`src/rtl/pgw_pkg.sv`:
```
// Constants, register map and types for the program memory write guard.
// Assumes a 40 MHz system clock and a 32-bit Avalon-MM register bus.
package pgw_pkg;

    localparam int          ADDR_W        = 24;
    localparam int          PAGE_SHIFT    = 9;
    localparam int          PAGE_IDX_W    = 6;
    localparam int          PAIR_W        = 2;
    localparam int          RAM_ADDR_W    = 16;
    localparam logic [15:0] DBG_RAM_BYTES = 16'h0050;

    // Register byte offsets
    localparam logic [3:0] OFF_CONFIG = 4'h0;
    localparam logic [3:0] OFF_STATUS = 4'h4;
    localparam logic [3:0] OFF_MASK   = 4'h8;
    localparam logic [3:0] OFF_FAULT  = 4'hC;

    // Config field positions
    localparam int CF_READ_LOCK  = 0;
    localparam int CF_WRITE_LOCK = 1;
    localparam int CF_SEG_OFF    = 2;
    localparam int CF_BOUND_SEL  = 3;
    localparam int CF_LAST_GUARD = 4;
    localparam int CF_PAGE_LSB   = 8;
    localparam int CF_DEBUG_EN   = 16;
    localparam int CF_PAIR_LSB   = 17;
    localparam int CFG_W         = 19;

    // Erased flash: every field bit one except debug enable and pair select, which are zero
    localparam logic [CFG_W-1:0] CFG_RESET = 19'h03F1F;
    localparam logic [CFG_W-1:0] CFG_MASK  = 19'h7FF1F;

    // Status bit positions
    localparam int ST_EXT_REFUSED = 0;
    localparam int ST_INT_BLOCKED = 1;
    localparam int ST_PARITY      = 2;
    localparam int ST_CFG_REFUSED = 3;
    localparam int ST_W           = 4;
    localparam logic [ST_W-1:0] ST_RESET = 4'h0;

    typedef logic [ADDR_W-1:0] pgw_addr_t;

endpackage : pgw_pkg

```
`src/rtl/pgw_guard.sv`:
```
// Program memory write guard: access decisions, config shadow, serial pin routing.
// Assumes the flash sequencer and serial port give one-cycle request strobes.
`timescale 1ns/1ps
module pgw_guard
    import pgw_pkg::*;
#(
    parameter pgw_pkg::pgw_addr_t LAST_ADDR = 24'h00ABFF,
    parameter int                 PAIRS     = 3
) (
    // Clock and reset
    input  wire logic                           clock,
    input  wire logic                           nrst,
    // Avalon-MM slave
    input  wire logic [3:0]                     address,
    input  wire logic                           read,
    input  wire logic                           write,
    input  wire logic [31:0]                    writedata,
    input  wire logic [3:0]                     byteenable,
    output logic      [31:0]                    readdata,
    output logic                                waitrequest,
    // Interrupt and reset request
    output logic                                irq,
    output logic                                device_reset_req,
    // Internal write/erase sequencer
    input  wire logic                           int_req,
    input  wire logic [pgw_pkg::ADDR_W-1:0]     int_addr,
    output logic                                int_ack,
    output logic                                int_allowed,
    output logic                                interlock_armed,
    // External programming/debug access
    input  wire logic                           ext_req,
    input  wire logic                           ext_write,
    input  wire logic [pgw_pkg::ADDR_W-1:0]     ext_addr,
    output logic                                ext_ack,
    output logic                                ext_allowed,
    // Serial programming pins
    input  wire logic [PAIRS-1:0]               program_clock_pin,
    input  wire logic [PAIRS-1:0]               program_data_pin_in,
    output logic      [PAIRS-1:0]               program_data_pin_out,
    output logic      [PAIRS-1:0]               program_data_pin_oe,
    // Serial programming engine side
    output logic                                ser_clock,
    output logic                                ser_data_in,
    input  wire logic                           ser_data_out,
    input  wire logic                           ser_data_oe,
    // Debug resource reservation
    input  wire logic [pgw_pkg::RAM_ADDR_W-1:0] ram_addr,
    output logic                                ram_user_blocked,
    output logic      [PAIRS-1:0]               pin_reserved
);
    import pgw_pkg::*;

    ////////////////////////////////////////////////////////////////////////////
    // State

    typedef struct packed {
        logic              ack;
        logic [31:0]       rdata;
        logic [ST_W-1:0]   status;
        logic [ST_W-1:0]   mask;
        logic              int_ack;
        logic              int_allowed;
        logic              ext_ack;
        logic              ext_allowed;
        logic              rst_req;
    } pgw_guard_s;

    pgw_guard_s q, d;

    ////////////////////////////////////////////////////////////////////////////
    // Register select

    logic sel_config;
    logic sel_status;
    logic sel_mask;
    logic sel_fault;
    logic be_word;
    logic be_low3;

    assign sel_config = (address == OFF_CONFIG);
    assign sel_status = (address == OFF_STATUS);
    assign sel_mask   = (address == OFF_MASK);
    assign sel_fault  = (address == OFF_FAULT);
    assign be_word    = (byteenable == 4'hF);
    assign be_low3    = &byteenable[2:0];

    ////////////////////////////////////////////////////////////////////////////
    // Configuration with shadow

    logic [CFG_W-1:0] cfg;
    logic             cfg_mismatch;
    logic             cfg_wr;
    logic [CFG_W-1:0] cfg_wdata;
    logic [CFG_W-1:0] cfg_upset;
    logic             cfg_wr_ok;
    logic             bus_wr;
    logic             bus_rd_next;

    logic                  read_lock_on;
    logic                  write_lock_on;
    logic                  seg_off;
    logic                  bound_sel;
    logic                  last_guard;
    logic [PAGE_IDX_W-1:0] page_idx;
    logic                  debug_en;
    logic [PAIR_W-1:0]     pair_sel;

    assign read_lock_on  = !cfg[CF_READ_LOCK];
    assign write_lock_on = !cfg[CF_WRITE_LOCK];
    assign seg_off       = cfg[CF_SEG_OFF];
    assign bound_sel     = cfg[CF_BOUND_SEL];
    assign last_guard    = cfg[CF_LAST_GUARD];
    assign page_idx      = cfg[CF_PAGE_LSB +: PAGE_IDX_W];
    assign debug_en      = cfg[CF_DEBUG_EN];
    assign pair_sel      = cfg[CF_PAIR_LSB +: PAIR_W];

    // Bus write lands in the cycle waitrequest drops
    assign bus_wr      = write && q.ack;
    assign bus_rd_next = read && !q.ack;

    // Config words live in the last page, so they share its protection
    assign cfg_wr_ok = !write_lock_on && last_guard && (seg_off || !bound_sel);

    assign cfg_wr    = bus_wr && sel_config && cfg_wr_ok && be_word;
    assign cfg_wdata = writedata[CFG_W-1:0] & CFG_MASK;
    assign cfg_upset = (bus_wr && sel_fault && be_low3) ? writedata[CFG_W-1:0] : '0;

    pgw_shadow_reg #(
        .WIDTH    (CFG_W),
        .RESET    (CFG_RESET)
    ) u_cfg (
        .clock    (clock),
        .nrst     (nrst),
        .wr_en    (cfg_wr),
        .wr_data  (cfg_wdata),
        .upset    (cfg_upset),
        .value    (cfg),
        .mismatch (cfg_mismatch)
    );

    ////////////////////////////////////////////////////////////////////////////
    // Protection decode

    logic seg_hit;
    logic last_hit;
    logic int_block;
    logic ext_block;

    pgw_range_check #(
        .LAST_ADDR  (LAST_ADDR)
    ) u_range (
        .addr       (int_addr),
        .seg_off    (seg_off),
        .bound_sel  (bound_sel),
        .last_guard (last_guard),
        .page_idx   (page_idx),
        .seg_hit    (seg_hit),
        .last_hit   (last_hit)
    );

    // Union of global lock and segment guards
    assign int_block = write_lock_on || seg_hit || last_hit;

    // Covers all addresses, config source included
    assign ext_block = read_lock_on;

    ////////////////////////////////////////////////////////////////////////////
    // Status events and clears

    logic [ST_W-1:0] ev;
    logic [ST_W-1:0] w1c;
    logic [31:0]     rd_mux;

    always_comb
    begin
        ev                 = '0;
        ev[ST_EXT_REFUSED] = ext_req && ext_block;
        ev[ST_INT_BLOCKED] = int_req && int_block;
        ev[ST_PARITY]      = cfg_mismatch;
        ev[ST_CFG_REFUSED] = bus_wr && sel_config && !cfg_wr_ok;
    end

    always_comb
    begin
        w1c = '0;
        if (bus_wr && sel_status && byteenable[0])
        begin
            w1c = writedata[ST_W-1:0];
        end
    end

    ////////////////////////////////////////////////////////////////////////////
    // Read data select

    always_comb
    begin
        rd_mux = 32'h0000_0000;
        case (address)
            OFF_CONFIG: rd_mux = {{(32-CFG_W){1'b0}}, cfg};
            OFF_STATUS: rd_mux = {{(32-ST_W){1'b0}}, q.status};
            OFF_MASK:   rd_mux = {{(32-ST_W){1'b0}}, q.mask};
            default:    rd_mux = 32'h0000_0000;
        endcase
    end

    ////////////////////////////////////////////////////////////////////////////
    // Next state

    always_comb
    begin
        d = q;

        // One wait cycle, then the answer
        d.ack = (read || write) && !q.ack;
        if (bus_rd_next)
        begin
            d.rdata = rd_mux;
        end

        // Set wins over clear
        d.status = (q.status & ~w1c) | ev;

        if (bus_wr && sel_mask && byteenable[0])
        begin
            d.mask = writedata[ST_W-1:0];
        end

        // Decision taken before the sequencer may start
        d.int_ack = int_req;
        if (int_req)
        begin
            d.int_allowed = !int_block;
        end

        d.ext_ack = ext_req;
        if (ext_req)
        begin
            d.ext_allowed = !ext_block;
        end

        d.rst_req = cfg_mismatch;
    end

    always_ff @(posedge clock)
    begin
        if (!nrst)
        begin
            q.ack         <= 1'b0;
            q.rdata       <= 32'h0000_0000;
            q.status      <= ST_RESET;
            q.mask        <= ST_RESET;
            q.int_ack     <= 1'b0;
            q.int_allowed <= 1'b0;
            q.ext_ack     <= 1'b0;
            q.ext_allowed <= 1'b0;
            q.rst_req     <= 1'b0;
        end
        else
        begin
            q <= d;
        end
    end

    ////////////////////////////////////////////////////////////////////////////
    // Pin pair decode

    // Select values at or above PAIRS pick no pair
    logic [PAIRS-1:0] pair_hit;

    always_comb
    begin
        pair_hit = '0;
        for (int i = 0; i < PAIRS; i++)
        begin
            if (pair_sel == i[PAIR_W-1:0])
            begin
                pair_hit[i] = 1'b1;
            end
        end
    end

    ////////////////////////////////////////////////////////////////////////////
    // Serial programming pin pair select

    always_comb
    begin
        ser_clock   = 1'b0;
        ser_data_in = 1'b0;
        for (int i = 0; i < PAIRS; i++)
        begin
            if (pair_hit[i])
            begin
                ser_clock   = program_clock_pin[i];
                ser_data_in = program_data_pin_in[i];
            end
        end
    end

    // Unselected pairs are never driven
    always_comb
    begin
        program_data_pin_out = '0;
        program_data_pin_oe  = '0;
        for (int i = 0; i < PAIRS; i++)
        begin
            if (pair_hit[i])
            begin
                program_data_pin_out[i] = ser_data_out;
                program_data_pin_oe[i]  = ser_data_oe;
            end
        end
    end

    ////////////////////////////////////////////////////////////////////////////
    // Debug reservation

    always_comb
    begin
        pin_reserved = '0;
        for (int i = 0; i < PAIRS; i++)
        begin
            if (debug_en && pair_hit[i])
                pin_reserved[i] = 1'b1;
        end
    end

    assign ram_user_blocked = debug_en && (ram_addr < DBG_RAM_BYTES);

    ////////////////////////////////////////////////////////////////////////////
    // Outputs

    assign waitrequest      = (read || write) && !q.ack;
    assign readdata         = q.rdata;

    assign irq              = |(q.status & q.mask);
    assign device_reset_req = q.rst_req;

    assign int_ack          = q.int_ack;
    assign int_allowed      = q.int_allowed;
    assign interlock_armed  = q.int_allowed;

    assign ext_ack          = q.ext_ack;
    assign ext_allowed      = q.ext_allowed;

endmodule : pgw_guard

```
`src/rtl/pgw_range_check.sv`:
```
// Segment and last-page protection decode for one program address.
// Assumes word addresses; pages are 512 words; config words sit in the last page.
`timescale 1ns/1ps
module pgw_range_check
    import pgw_pkg::*;
#(
    parameter pgw_pkg::pgw_addr_t LAST_ADDR = 24'h00ABFF
) (
    // Address under test
    input  wire logic [pgw_pkg::ADDR_W-1:0]     addr,
    // Segment settings
    input  wire logic                           seg_off,
    input  wire logic                           bound_sel,
    input  wire logic                           last_guard,
    input  wire logic [pgw_pkg::PAGE_IDX_W-1:0] page_idx,
    // Decode
    output logic                                seg_hit,
    output logic                                last_hit
);
    localparam int PW = ADDR_W - PAGE_SHIFT;

    logic [PW-1:0] page;
    logic [PW-1:0] bound;
    logic [PW-1:0] last_page;

    assign page      = addr[ADDR_W-1:PAGE_SHIFT];
    assign bound     = {{(PW-PAGE_IDX_W){1'b0}}, page_idx};
    assign last_page = LAST_ADDR[ADDR_W-1:PAGE_SHIFT];

    always_comb
    begin
        seg_hit = 1'b0;
        if (!seg_off)
        begin
            if (bound_sel)
                seg_hit = (page >= bound);
            else
                seg_hit = (page <= bound);
        end
        last_hit = !last_guard && (page >= last_page);
    end
endmodule : pgw_range_check

```
`src/rtl/pgw_shadow_reg.sv`:
```
// Configuration register with complement shadow and continuous compare.
// Assumes writes arrive as single-cycle strobes in the system clock domain.
`timescale 1ns/1ps
module pgw_shadow_reg #(
    parameter int                 WIDTH = 8,
    parameter logic [WIDTH-1:0]   RESET = '0
) (
    // Clock and reset
    input  wire logic             clock,
    input  wire logic             nrst,
    // Update and upset
    input  wire logic             wr_en,
    input  wire logic [WIDTH-1:0] wr_data,
    input  wire logic [WIDTH-1:0] upset,
    // Results
    output logic      [WIDTH-1:0] value,
    output logic                  mismatch
);
    typedef struct packed {
        logic [WIDTH-1:0] val;
        logic [WIDTH-1:0] shadow;
    } pgw_shadow_s;

    pgw_shadow_s q, d;

    always_comb
    begin
        d = q;
        if (wr_en)
        begin
            d.val    = wr_data;
            d.shadow = ~wr_data;
        end
        else
        begin
            d.shadow = q.shadow ^ upset;
        end
    end

    always_ff @(posedge clock)
    begin
        if (!nrst)
        begin
            q.val    <= RESET;
            q.shadow <= ~RESET;
        end
        else
        begin
            q <= d;
        end
    end

    assign value    = q.val;
    assign mismatch = (q.val != ~q.shadow);
endmodule : pgw_shadow_reg

```
`config.mk`:
```
export PLATFORM = sky130hd
export DESIGN_NAME = pgw_guard
export DESIGN_NICKNAME = d
export VERILOG_FILES = /design/src/rtl/pgw_pkg.sv /design/src/rtl/pgw_guard.sv /design/src/rtl/pgw_range_check.sv /design/src/rtl/pgw_shadow_reg.sv
export SDC_FILE = /design/constraint.sdc
export NUM_CORES = 1
export LEC_CHECK = 0
export BUFFER_PORTS_ARGS = -buffer_cell sky130_fd_sc_hd__buf_2
export CAP_MARGIN = 20
export CORE_MARGIN = 4
export CORE_UTILIZATION = 30
export DETAILED_ROUTE_END_ITERATION = 8
export GPL_ROUTABILITY_DRIVEN = 0
export REMOVE_ABC_BUFFERS = 1
export SYNTH_ARGS = -nofsm -noshare
export SYNTH_HDL_FRONTEND = slang
export SYNTH_SLANG_ARGS = --single-unit
```
`constraint.sdc`:
```
create_clock -name clock -period 1.8 [get_ports clock]
set_input_delay 0.27 -clock clock [delete_from_list [all_inputs] [get_ports clock]]
set_output_delay 0.27 -clock clock [all_outputs]
set_load 0.01 [all_outputs]
```
==> impl_metrics.yaml <==
status:
  status: "finished, violations left"
  violations: "setup timing"
hold_path:
  hold_end: "ext_ack$_SDFF_PN0_"
  whs_path_depth: 2
  hold_start: "ext_req"
  hp-class: "primary input to flop"
detailed_routing:
  vias_per_cell: 4.68
  dr.pass1.iters: 4
  route.vias.total: 3376
  routed_wl_um: 10100
  ant_nets: 0
  drcViolationCount: 0
  drt_iter0_drc: 118
  wl_per_cell_um: 14.0
power_and_ir_drop:
  finalPower_w: 0.00333
  power.density_nw_per_um2: 698
  vdd_drop_max_mv: 0.362
  p_clk_frac: 0.473
  combPwrFrac: 0.088
  power.switching_w: 0.000753
  intPower_w: 0.00258
  leakage_nw: 2.02
  seq_power_share: 0.439
  switching_share: 0.226
global_routing:
  grt_pass1_wl_um: 16200
  grt_pass1_vias: 3446
  grt_antenna_before_repair: 1
  grt_overflow_total: 0
  grt_max_degree: 38
  grt_usage: 0.142
timing:
  fin_tns_setup_ps: -88.2
  max_freq_ghz: 0.538
  fin_skew_ps: 5.31
  drv_slew: 0
  grt_setup_unrepaired: "yes"
  setup_slack_ps: -59.1
  finalSetupViolCount: 2
  fin_crit_ps: 1860
  post-route-period-util: 1.03
  hold_viol: 0
die:
  core_um2: 12100
  rows: 40
  die_height_um: 119
  die_area_um2: 14200
  io_pins: 171
  start_util: 0.307
  fp.dieW_um: 119
cts:
  cts_hold_buf: 0
  clock_path_buffers: 2
  cts_buffers: 9
  cts_root_buf: "clkbuf_16"
  clkLatencyLatePin_ps: 330
  clkSlewWorstSetupHoldPaths_ps: 50
  cts_sinks: 65
  htree_levels: 3
  tritoncts: "done"
synthesis:
  synthDominantCellAreaShare: 0.351
  synth_compound_area_frac: 0.170
  yosysSeqAreaShare: 0.351
  yosys.area_share.xor_xnor: 0.0449
  yosysUniqueCellTypes: 48
  synthMuxAreaShare: 0.0594
  async_flop_share: 0
  yosysTopAreaCell: "dfxtp_1"
  syn_avg_cell_area_um2: 8.31
  synth-simple-area-share: 0.233
  ys_top_cells_by_area: "dfxtp_1 35%, buf_4 7.3%, nand2_1 6.1%, mux2i_1 5.9%, nor2b_1 4.4%"
  synth_edf_count: 0
  synth-main-ff-cell: "dfxtp_1"
  synth_top_family_by_area: "simple AND/OR/NAND/NOR gates"
  yosys_warnings: 0
  ys_ff_latch: 65
  synth_adder_area_share: 0.0203
  synth.cell_area_um2: 3700
  syn-instance-count: 446
finish:
  fin_nets: 675
  fill_cells: 1211
  final_cells: 721
  multi_input_comb_area_um2: 2090
  drive_gt1_frac: 0.297
  insertedDiodeCount: 0
  syn_to_final_growth_pct: 28.7
  design_area_um2: 4770
  finish.utilization: 0.395
  regArea_um2: 1310
worst_setup_path:
  critical_path.max_fanout: 2
  ff2ff_setup_slack_ps: -60
  critPathCaptureType: "flop"
  worstReg2RegStart: "u_cfg.value[12]$_SDFFE_PN1P_"
  crit_type: "flop to flop"
  r2r_cells: 8
  cp.required_ps: 2020
  r2r-end: "q[10]$_SDFF_PN0_"
  start_kind: "flop"
  cp.arrival_ps: 2080
placement:
  io_buffers: 103
  dp_cells: 701
  dpl_cell_area_um2: 4360
  place_hpwl_um: 7440
flow_run:
  maxCapViolCount: 0
cell usage in the layout, fill, tap and decap left out, types with 8 or more instances in the layout:
cell / count
buf_2: 103
dfxtp_1: 62
nand2_1: 60
nor2b_1: 26
buf_4: 25
mux2i_1: 22
inv_1: 20
nor2_1: 19
nand3_1: 19
a21boi_0: 19
conb_1: 16
o21ai_0: 15
a21oi_1: 14
o21a_1: 12
and2_1: 11
xnor2_1: 11
clkbuf_16: 10
xor2_1: 8
flip-flops by register name, indices dropped and copies added (netlist names):
signal and cells:
device_reset_req 1, readdata 16, ext_allowed 1, ext_ack 1, u_cfg.q 19, u_cfg.value 16
q 9, int_ack 1, int_allowed 1
critical path, stage by stage (launching register included):
cell and delay (ps):
dfxtp_2 330, inv_2 50, ha_4 210, a21o_1 160, a211o_1 300, buf_6 130
nor4b_4 250, nor4_4 90, o31a_1 240
cell usage after synthesis (all sizes together) (7+ instances only):
| master | instances |
|---|---|
| a21boi | 24 |
| a21oi | 16 |
| and2 | 11 |
| buf | 42 |
| clkbuf | 14 |
| dfxtp | 65 |
| inv | 21 |
| mux2i | 22 |
| nand2 | 60 |
| nand3 | 20 |
| nor2 | 19 |
| nor2b | 26 |
| nor4 | 7 |
| o211ai | 7 |
| o21a | 12 |
| o21ai | 15 |
| xnor2 | 11 |
| xor2 | 8 |
cell families (layout without fill, tap and decap cells):
| group | Yosys count | after routing |
|---|---|---|
| xor+xnor | 19 | 19 |
| compound gates | 93 | 93 |
| simple gates | 163 | 163 |
| buf+inv | 77 | 169 |
| fa+ha+maj | 6 | 6 |
| mux | 22 | 22 |
| flops | 65 | 65 |
| other cells | 1 | 16 |
stage by stage:
step,setup slack (ps),hold slack (ps)
floorplan,-404,332
global placement,-195,451
detailed placement,-254,454
CTS,-33.8,181
global route,-154,200
finish,-59.1,187
power groups by stage:
stage | sequential, W | combinational (W) | clock, W
2_1_floorplan | 0.00150 | 0.000108 | 0
3_3_place_gp | 0.00149 | 0.000280 | 0
3_5_place_dp | 0.00149 | 0.000288 | 0
4_1_cts | 0.00146 | 0.000295 | 0.00162
5_1_grt | 0.00146 | 0.000325 | 0.00169
6_report | 0.00146 | 0.000294 | 0.00157
worst max path at each step:
stage,from,to,slack [ps],depth (start not counted)
finish,u_cfg.value[12]$_SDFFE_PN1P_,q[10]$_SDFF_PN0_,-60,8
global route,u_cfg.value[12]$_SDFFE_PN1P_,q[10]$_SDFF_PN0_,-150,8
CTS,u_cfg.value[12]$_SDFFE_PN1P_,q[10]$_SDFF_PN0_,-30,8
detailed placement,int_addr[13],int_allowed$_SDFFE_PN0P_,-250,7
global placement,int_addr[13],int_allowed$_SDFFE_PN0P_,-190,7
floorplan,address[1],u_cfg.q[0]$_SDFF_PN0_,-400,5
per-layer routing:
metal,GRT usage,up-vias,wire (um)
met5,0,-,13
met4,0.0579,2,131
met3,0.0427,13,772
met2,0.253,104,4980
met1,0.158,1578,4170
li1,-,1679,-
final cells by class:
class,count,area share
clock buffer,14,0.0554
inverter,21,0.0165
multi-input combinational,319,0.438
sequential,65,0.274
tap,168,0.0441
timing repair buffer,134,0.172
what timing repair did:
action	in CTS	in global routing
gates resized for setup	13	3
buffers inserted	3	2
gates cloned	0	1
pin swaps	7	3
setup endpoints to repair	3	14
Note: power is estimated with default switching activity, not from simulation.
